### config.mk
export PLATFORM = sky130hd
export DESIGN_NAME = tasm_alarm
export DESIGN_NICKNAME = d
export VERILOG_FILES = /design/src/rtl/tasm_alarm.v
export VERILOG_INCLUDE_DIRS = /design/src /design/src/rtl
export SDC_FILE = /design/constraint.sdc
export NUM_CORES = 1
export LEC_CHECK = 0
export ABC_AREA = 0
export BUFFER_PORTS_ARGS = -buffer_cell sky130_fd_sc_hd__buf_2
export CORE_UTILIZATION = 35
export DETAILED_ROUTE_END_ITERATION = 7
export HOLD_SLACK_MARGIN = 0.05
export PLACE_DENSITY = 0.56
export SETUP_SLACK_MARGIN = 0.15
export SLEW_MARGIN = 20
export SYNTH_ARGS = -nofsm -noshare
export SYNTH_HDL_FRONTEND = slang
export SYNTH_SLANG_ARGS = --single-unit
### constraint.sdc
create_clock -name i_clk -period 2.5 [get_ports i_clk]
set_input_delay 0.125 -clock i_clk [delete_from_list [all_inputs] [get_ports i_clk]]
set_output_delay 0.125 -clock i_clk [all_outputs]
set_load 0.005 [all_outputs]
### src/rtl/tasm_map.vh
// register offsets, field positions and constants of the temperature alarm block
`ifndef TASM_MAP_VH
`define TASM_MAP_VH
`define TASM_ADDR_CFG 8'h41
`define TASM_ADDR_AMASK 8'h42
`define TASM_ADDR_OMASK 8'h43
`define TASM_ADDR_HSTAT 8'h44
`define TASM_ADDR_OSTAT 8'h45
`define TASM_ADDR_FSTAT 8'h46
`define TASM_ADDR_LSTAT 8'h47
`define TASM_CFG_STANDBY 7
`define TASM_CFG_SOFTRST 6
`define TASM_CFG_TMO_DIS 5
`define TASM_CFG_EXTENDED_RANGE_ENABLE 1
`define TASM_CFG_WMASK 8'hE2
`define TASM_CFG_SRST_MASK 8'h40
`define TASM_CH_LOCAL 3'h0
`define TASM_CH_TOP 3'h7
`define TASM_RST_BYTE 8'h00
`define TASM_FAULT_TEMP 8'hFF
`define TASM_HYST 8'h04
`define TASM_EXT_OFFSET 8'h40
`endif

### src/rtl/tasm_alarm.v
// configuration, channel masks, status flags and alarm outputs of an 8-channel temp monitor
`timescale 1ns/10ps
`include "tasm_map.vh"
module tasm_alarm (
   // clock and reset
   input wire i_clk,
   input wire i_rst_n,
   // register access from the serial engine
   input wire i_wr_stb,
   input wire i_rd_stb,
   input wire [7:0] i_addr,
   input wire [7:0] i_wdata,
   output reg [7:0] o_rdata,
   // alert response completed by the host
   input wire i_ara_done,
   // conversion result, one channel per strobe
   input wire i_conv_done,
   input wire [2:0] i_conv_ch,
   input wire [7:0] i_conv_temp,
   input wire i_conv_open,
   input wire i_conv_short,
   // limits for the converted channel, raw codes
   input wire [7:0] i_lim_high,
   input wire [7:0] i_lim_low,
   input wire [7:0] i_lim_over,
   // over-temperature limit rewrite for one channel
   input wire i_olim_wr,
   input wire [2:0] i_olim_ch,
   input wire [7:0] i_olim_val,
   input wire [7:0] i_olim_cur_temp,
   // configuration seen by sequencer and bus engine
   output wire o_conv_run,
   output wire o_bus_tmo_en,
   output wire o_ext_range,
   output reg [7:0] o_stored_temp,
   // open-drain alarm pins, enable high drives low
   output wire o_alert_n_out,
   output wire o_alert_n_oe,
   output wire o_overt_n_out,
   output wire o_overt_n_oe
);

// registers
reg [7:0] cfg_reg;
reg [7:0] cfg_next;
reg [7:0] amask_reg;
reg [7:0] amask_next;
reg [7:0] omask_reg;
reg [7:0] omask_next;
// status flags, set by conversions
reg [7:0] hstat_reg;
reg [7:0] hstat_next;
reg [7:0] ostat_reg;
reg [7:0] ostat_next;
reg [7:0] fstat_reg;
reg [7:0] fstat_next;
reg [7:0] lstat_reg;
reg [7:0] lstat_next;
// alert pin latch, cleared by reads and responses
reg alert_latch_reg;
reg alert_latch_next;
// next values of the data outputs
reg [7:0] rdata_next;
reg [7:0] stored_next;

// per-channel event bits in status-register order
wire [7:0] sel_ch;
wire [7:0] hi_evt;
wire [7:0] lo_evt;
wire [7:0] ov_evt;
wire [7:0] ov_clr;
wire [7:0] ov_lim_clr;
wire [7:0] flt_evt;
// conversion qualifiers and reset strobe
wire diode_fault;
wire soft_rst;
wire any_alert;
// register write and read decodes
wire cfg_wr;
wire amask_wr;
wire omask_wr;
wire hstat_rd;
wire lstat_rd;
wire fstat_rd;

// open or shorted diode voids the comparisons
assign diode_fault = i_conv_open | i_conv_short;
// soft reset strobe from configuration write
assign soft_rst = i_wr_stb && (i_addr == `TASM_ADDR_CFG) && i_wdata[`TASM_CFG_SOFTRST];

// register decodes shared by the update logic
assign cfg_wr = i_wr_stb && (i_addr == `TASM_ADDR_CFG);
assign amask_wr = i_wr_stb && (i_addr == `TASM_ADDR_AMASK);
assign omask_wr = i_wr_stb && (i_addr == `TASM_ADDR_OMASK);
// read side effects only on a completed host read
assign hstat_rd = i_rd_stb && (i_addr == `TASM_ADDR_HSTAT);
assign lstat_rd = i_rd_stb && (i_addr == `TASM_ADDR_LSTAT);
assign fstat_rd = i_rd_stb && (i_addr == `TASM_ADDR_FSTAT);

// channel code: 0 local, 1..7 remote; map into alert-order and overtemp-order bits
genvar g;
generate
   for (g = 0; g < 8; g = g + 1) begin : g_ch
      // alert order: bit7 remote 7, bit6 local, bits5..0 remote 6..1
      localparam [2:0] ACH = (g == 7) ? `TASM_CH_TOP : (g == 6) ? `TASM_CH_LOCAL : g + 1;
      // overtemp order: bit7 local, bits6..0 remote 7..1
      localparam [2:0] OCH = (g == 7) ? `TASM_CH_LOCAL : g + 1;
      // strobes for this bit's channel in either order
      wire a_hit;
      wire o_hit;
      assign a_hit = i_conv_done && (i_conv_ch == ACH);
      assign o_hit = i_conv_done && (i_conv_ch == OCH);
      assign sel_ch[g] = a_hit;
      // faulted channel compares nothing, so an open diode raises no alarm
      assign hi_evt[g] = sel_ch[g] && !diode_fault && (i_conv_temp > i_lim_high);
      assign lo_evt[g] = sel_ch[g] && !diode_fault && (i_conv_temp < i_lim_low);
      assign ov_evt[g] = o_hit && !diode_fault && (i_conv_temp > i_lim_over);
      // clear below limit minus hysteresis, guarded against wrap
      assign ov_clr[g] = o_hit && !diode_fault && (i_lim_over >= `TASM_HYST) &&
         (i_conv_temp < (i_lim_over - `TASM_HYST));
      // limit raised to at least hysteresis above present temperature
      assign ov_lim_clr[g] = i_olim_wr && (i_olim_ch == OCH) && (i_olim_val >= `TASM_HYST) &&
         (i_olim_cur_temp <= (i_olim_val - `TASM_HYST));
      // diode-fault register: bits6..0 remote 7..1, bit7 reserved
      if (g < 7) begin : g_flt
         assign flt_evt[g] = i_conv_done && (i_conv_ch == OCH) && diode_fault;
      end else begin : g_nflt
         assign flt_evt[g] = 1'b0;
      end
   end
endgenerate

// configuration and masks
always @* begin
   cfg_next = cfg_reg;
   amask_next = amask_reg;
   omask_next = omask_reg;
   if (cfg_wr) begin
      // reserved bits kept zero; soft-reset bit never stored so it reads back cleared
      cfg_next = i_wdata & `TASM_CFG_WMASK & ~`TASM_CFG_SRST_MASK;
   end
   // alert mask, one bit per channel
   if (amask_wr) begin
      amask_next = i_wdata;
   end
   // overtemp mask, one bit per channel
   if (omask_wr) begin
      omask_next = i_wdata;
   end
end

// status flags: set wins over any clear in the same cycle
always @* begin
   hstat_next = hstat_reg;
   lstat_next = lstat_reg;
   fstat_next = fstat_reg;
   ostat_next = ostat_reg;
   alert_latch_next = alert_latch_reg;
   // high status read clears flags and the pin
   if (hstat_rd) begin
      hstat_next = `TASM_RST_BYTE;
      alert_latch_next = 1'b0;
   end
   // low status read behaves the same
   if (lstat_rd) begin
      lstat_next = `TASM_RST_BYTE;
      alert_latch_next = 1'b0;
   end
   // fault read clears diode flags only
   if (fstat_rd) begin
      fstat_next = `TASM_RST_BYTE;
   end
   // completed alert response drops the pin
   if (i_ara_done) begin
      alert_latch_next = 1'b0;
   end
   // overtemp flags ignore reads, clear by hysteresis or limit change
   ostat_next = (ostat_reg & ~(ov_clr | ov_lim_clr)) | ov_evt;
   // alert flags set on fresh events
   hstat_next = hstat_next | hi_evt;
   lstat_next = lstat_next | lo_evt;
   fstat_next = fstat_next | flt_evt;
   // masks do not touch flags; latch re-arms on any conversion while an unmasked high or low flag is set
   if (|((hstat_next | lstat_next) & ~amask_reg) && i_conv_done) begin
      alert_latch_next = 1'b1;
   end
   if (|((hi_evt | lo_evt) & ~amask_reg)) begin
      alert_latch_next = 1'b1;
   end
end

// read mux
always @* begin
   // status reads return flags before clearing
   case (i_addr)
      `TASM_ADDR_CFG: rdata_next = cfg_reg;
      `TASM_ADDR_AMASK: rdata_next = amask_reg;
      `TASM_ADDR_OMASK: rdata_next = omask_reg;
      `TASM_ADDR_HSTAT: rdata_next = hstat_reg;
      `TASM_ADDR_OSTAT: rdata_next = ostat_reg;
      `TASM_ADDR_FSTAT: rdata_next = fstat_reg;
      `TASM_ADDR_LSTAT: rdata_next = lstat_reg;
      default: rdata_next = `TASM_RST_BYTE;
   endcase
end

// stored temperature, all ones on a diode fault
always @* begin
   // holds last result between conversions
   stored_next = o_stored_temp;
   if (i_conv_done) begin
      stored_next = diode_fault ? `TASM_FAULT_TEMP : i_conv_temp;
   end
end

// configuration register; soft reset acts like power-on reset
always @(posedge i_clk) begin
   if (!i_rst_n || soft_rst) begin
      cfg_reg <= `TASM_RST_BYTE;
   end else begin
      cfg_reg <= cfg_next;
   end
end

// alert mask register
always @(posedge i_clk) begin
   if (!i_rst_n || soft_rst) begin
      amask_reg <= `TASM_RST_BYTE;
   end else begin
      amask_reg <= amask_next;
   end
end

// overtemp mask register
always @(posedge i_clk) begin
   if (!i_rst_n || soft_rst) begin
      omask_reg <= `TASM_RST_BYTE;
   end else begin
      omask_reg <= omask_next;
   end
end

// high-alert status flags
always @(posedge i_clk) begin
   if (!i_rst_n || soft_rst) begin
      hstat_reg <= `TASM_RST_BYTE;
   end else begin
      hstat_reg <= hstat_next;
   end
end

// overtemp status flags
always @(posedge i_clk) begin
   if (!i_rst_n || soft_rst) begin
      ostat_reg <= `TASM_RST_BYTE;
   end else begin
      ostat_reg <= ostat_next;
   end
end

// diode fault flags
always @(posedge i_clk) begin
   if (!i_rst_n || soft_rst) begin
      fstat_reg <= `TASM_RST_BYTE;
   end else begin
      fstat_reg <= fstat_next;
   end
end

// low-alert status flags
always @(posedge i_clk) begin
   if (!i_rst_n || soft_rst) begin
      lstat_reg <= `TASM_RST_BYTE;
   end else begin
      lstat_reg <= lstat_next;
   end
end

// alert pin latch
always @(posedge i_clk) begin
   if (!i_rst_n || soft_rst) begin
      alert_latch_reg <= 1'b0;
   end else begin
      alert_latch_reg <= alert_latch_next;
   end
end

// stored temperature output
always @(posedge i_clk) begin
   if (!i_rst_n || soft_rst) begin
      o_stored_temp <= `TASM_RST_BYTE;
   end else begin
      o_stored_temp <= stored_next;
   end
end

// registered read data
always @(posedge i_clk) begin
   if (!i_rst_n || soft_rst) begin
      o_rdata <= `TASM_RST_BYTE;
   end else begin
      o_rdata <= rdata_next;
   end
end

// configuration outputs
assign o_conv_run = ~cfg_reg[`TASM_CFG_STANDBY];
assign o_bus_tmo_en = ~cfg_reg[`TASM_CFG_TMO_DIS];
assign o_ext_range = cfg_reg[`TASM_CFG_EXTENDED_RANGE_ENABLE];

// alarm pins, pulled low while asserted
assign any_alert = alert_latch_reg;
assign o_alert_n_out = 1'b0;
assign o_alert_n_oe = any_alert;
// overtemp pin from flags, masks gate it only
assign o_overt_n_out = 1'b0;
assign o_overt_n_oe = |(ostat_reg & ~omask_reg);

endmodule

==> flow_metrics.py <==
metrics = {
    "cts": {
        "cts_root_buf": "clkbuf_16",
        "postCtsResizedCells": 0,
        "clock-sinks": 67,
        "clock_path_buffers": 2,
        "clk_latency_ns": 0.34,
        "cts_tree": "yes",
        "cts_buffers": 9,
        "htreeDepth": 3,
        "ctsHoldBuffers": 4,
        "clkTransAtPathRegs_ns": 0.07,
        "post_cts_buffers": 0,
    },
    "logic_synthesis": {
        "synth_area_um2": 4420,
        "yosysTopAreaCell": "dfxtp_1",
        "ys_ff_latch": 67,
        "yosysMostFrequentCell": "nor2_1",
        "synth_top_family_by_area": "simple AND/OR/NAND/NOR gates",
        "synth_top_cell_area_share": 0.304,
        "muxShareOfSynthArea": 0.0889,
        "synthCells": 521,
        "synthSimpleGateAreaFrac": 0.209,
        "synth_edf_count": 0,
        "yosysSeqAreaShare": 0.304,
        "synthTopCellsByCount": "74 x nor2_1, 67 x dfxtp_1, 42 x inv_1",
        "yosysWarnings": 0,
        "synth-compound-area-share": 0.202,
        "synthArstFlopShare": 0,
        "ys_types": 58,
        "synth_xor_area_frac": 0.0159,
        "netlist_top_cells_area": "dfxtp_1 30%, ha_1 12%, mux2i_1 6.3%",
        "ys.flop_type": "dfxtp_1",
        "synthAdderAreaFrac": 0.116,
        "synth.avg_cell_area_um2": 8.48,
    },
    "final_layout": {
        "seq_area_um2": 1340,
        "drive_gt1_frac": 0.219,
        "stdcell_count": 788,
        "fin_nets": 735,
        "syn_to_final_growth_pct": 23.2,
        "n_fill_cell": 1239,
        "multi_input_area_um2": 2810,
        "diodes": 0,
    },
    "route": {
        "drt_wl_total_um": 12600,
        "num_vias": 4164,
        "drc": 0,
        "drt_first_pass_iters": 4,
        "drt_iter0_drc": 241,
        "antenna_left": 0,
        "wl_per_cell_um": 16.0,
        "routed_via_density": 5.28,
    },
    "worst_setup_path": {
        "cp_max_fo": 8,
        "required_ns": 2.76,
        "crit_slowest_cell": "a21oi_1",
        "arrival_ns": 2.38,
        "cp-end-kind": "flop",
        "startpoint_type": "input port",
        "crit_chain": "buf_2, nor3_1, nor3b_1, xnor2_1, ha_1, nand2_1, o21ai_0, mux2i_1, a21oi_1, nor2_1, o22ai_1",
        "crit_type": "in2reg",
        "critPathMaxStageDelay_ns": 0.43,
    },
    "pwr": {
        "ir_drop_mv": 0.309,
        "power_density_nw_per_um2": 559,
        "p_leak_nw": 2.28,
    },
    "run_status": {
        "status": "completed",
    },
    "die": {
        "die_height_um": 114,
        "row_count": 40,
        "fp.dieArea_um2": 13100,
        "core_area_um2": 12200,
        "ioPinCount": 102,
        "dieWidth_um": 114,
        "start_util": 0.363,
    },
    "run": {
        "drv_cap": 0,
    },
    "grt": {
        "gr-total-overflow": 0,
        "antenna_found_initial": 0,
        "grt_max_degree": 52,
        "grt_pass1_vias": 3948,
        "grt_pass1_wl_um": 20300,
        "grt_usage": 0.201,
    },
    "place": {
        "portBuffers": 99,
        "place_congestion": 0.858,
        "dpl.hpwl_um": 9970,
        "dp_cells": 768,
    },
    "timing": {
        "slew_violations": 0,
        "timing.final.crit_share": 0.851,
        "fmax_ghz": 0.470,
        "slew_headroom": 0.612,
        "clock_skew_ns": 0.00959,
        "finalHoldViolations": 0,
        "setup_viol_count_final": 0,
        "rsz0062_at_grt": "false",
        "tightest_slew_ns": 0.582,
        "min_period_ns": 2.13,
        "finalSetupTns_ns": 0,
    },
    "hold_path": {
        "min_path_type": "in2reg",
    },
}
-- cell type report --
class,instances,area share
multi-input cells,388,0.515
flip-flops and latches,67,0.246
repair buffers,107,0.106
clock buffers,9,0.0414
well taps,168,0.0386
inverters,42,0.0290
clock inverters,7,0.0230
-- layer usage --
| metal | vias up | wire length [µm] | track usage |
|---|---|---|---|
| li1 | 2074 | - | - |
| met1 | 1961 | 5820 | 0.260 |
| met2 | 115 | 5990 | 0.337 |
| met3 | 14 | 655 | 0.0312 |
| met4 | 0 | 178 | 0.0736 |
| met5 | - | 0 | 0 |
-- through the flow --
stage               power (mW)  worst slack, ns  cell area [µm²]   util  hold slack [ns]
floorplan                 1.40            0.469             4420      -            0.272
global placement          1.56            0.130             5050  0.415            0.376
detailed placement        1.57           0.0220             5050  0.415            0.387
CTS                       3.07            0.365             5440  0.448           0.0539
global route              3.16            0.161             5440  0.448           0.0860
finish                    3.04            0.373             5440  0.448           0.0519
-- path summary, 6_finish.rpt --
path,slack (ns),startpoint,to,cells past startpoint
hold reg to reg,0.49,cfg_reg[5],cfg_reg[5],2
setup / recovery,0.37,i_olim_val[2],ostat_reg[3],11
hold / removal,0.05,i_wdata[5],cfg_reg[5],3
setup reg to reg,0.84,amask_reg[3],o_alert_n_oe,6
-- power breakdown --
group	total [mW]	internal (mW)	switching [mW]
logic	0.456	0.193	0.263
registers	1.10	1.09	0.0127
clock network	1.49	0.982	0.507
-- cell families (layout without fill, tap and decap cells) --
group | after synthesis | count (layout)
AO/OA/AOI/OAI | 125 | 125
XOR/XNOR | 8 | 8
adder cells (fa/ha/maj) | 41 | 41
buffers and inverters | 67 | 165
flip-flops | 67 | 67
multiplexers | 35 | 35
other | 1 | 2
AND/OR/NAND/NOR | 177 | 177
-- cells in the final DEF, fill, tap and decap left out, types with 20 or more instances in the layout --
cell | synthesis | layout
nor2_1 | 74 | 74
a21oi_1 | 20 | 20
buf_2 | 10 | 99
dfxtp_1 | 67 | 67
mux2i_1 | 28 | 28
o22ai_1 | 23 | 23
ha_1 | 41 | 41
a22oi_1 | 29 | 29
nand2_1 | 20 | 20
inv_1 | 42 | 42
-- critical path: cells and delay by family --
kind	cells	cell delay [ns]
xor+xnor	1	0.10
mux	1	0.12
fa+ha+maj	1	0.32
simple gates	4	0.76
buf+inv	1	0.12
compound gates	3	0.84
(Power assumes the default switching activity.)
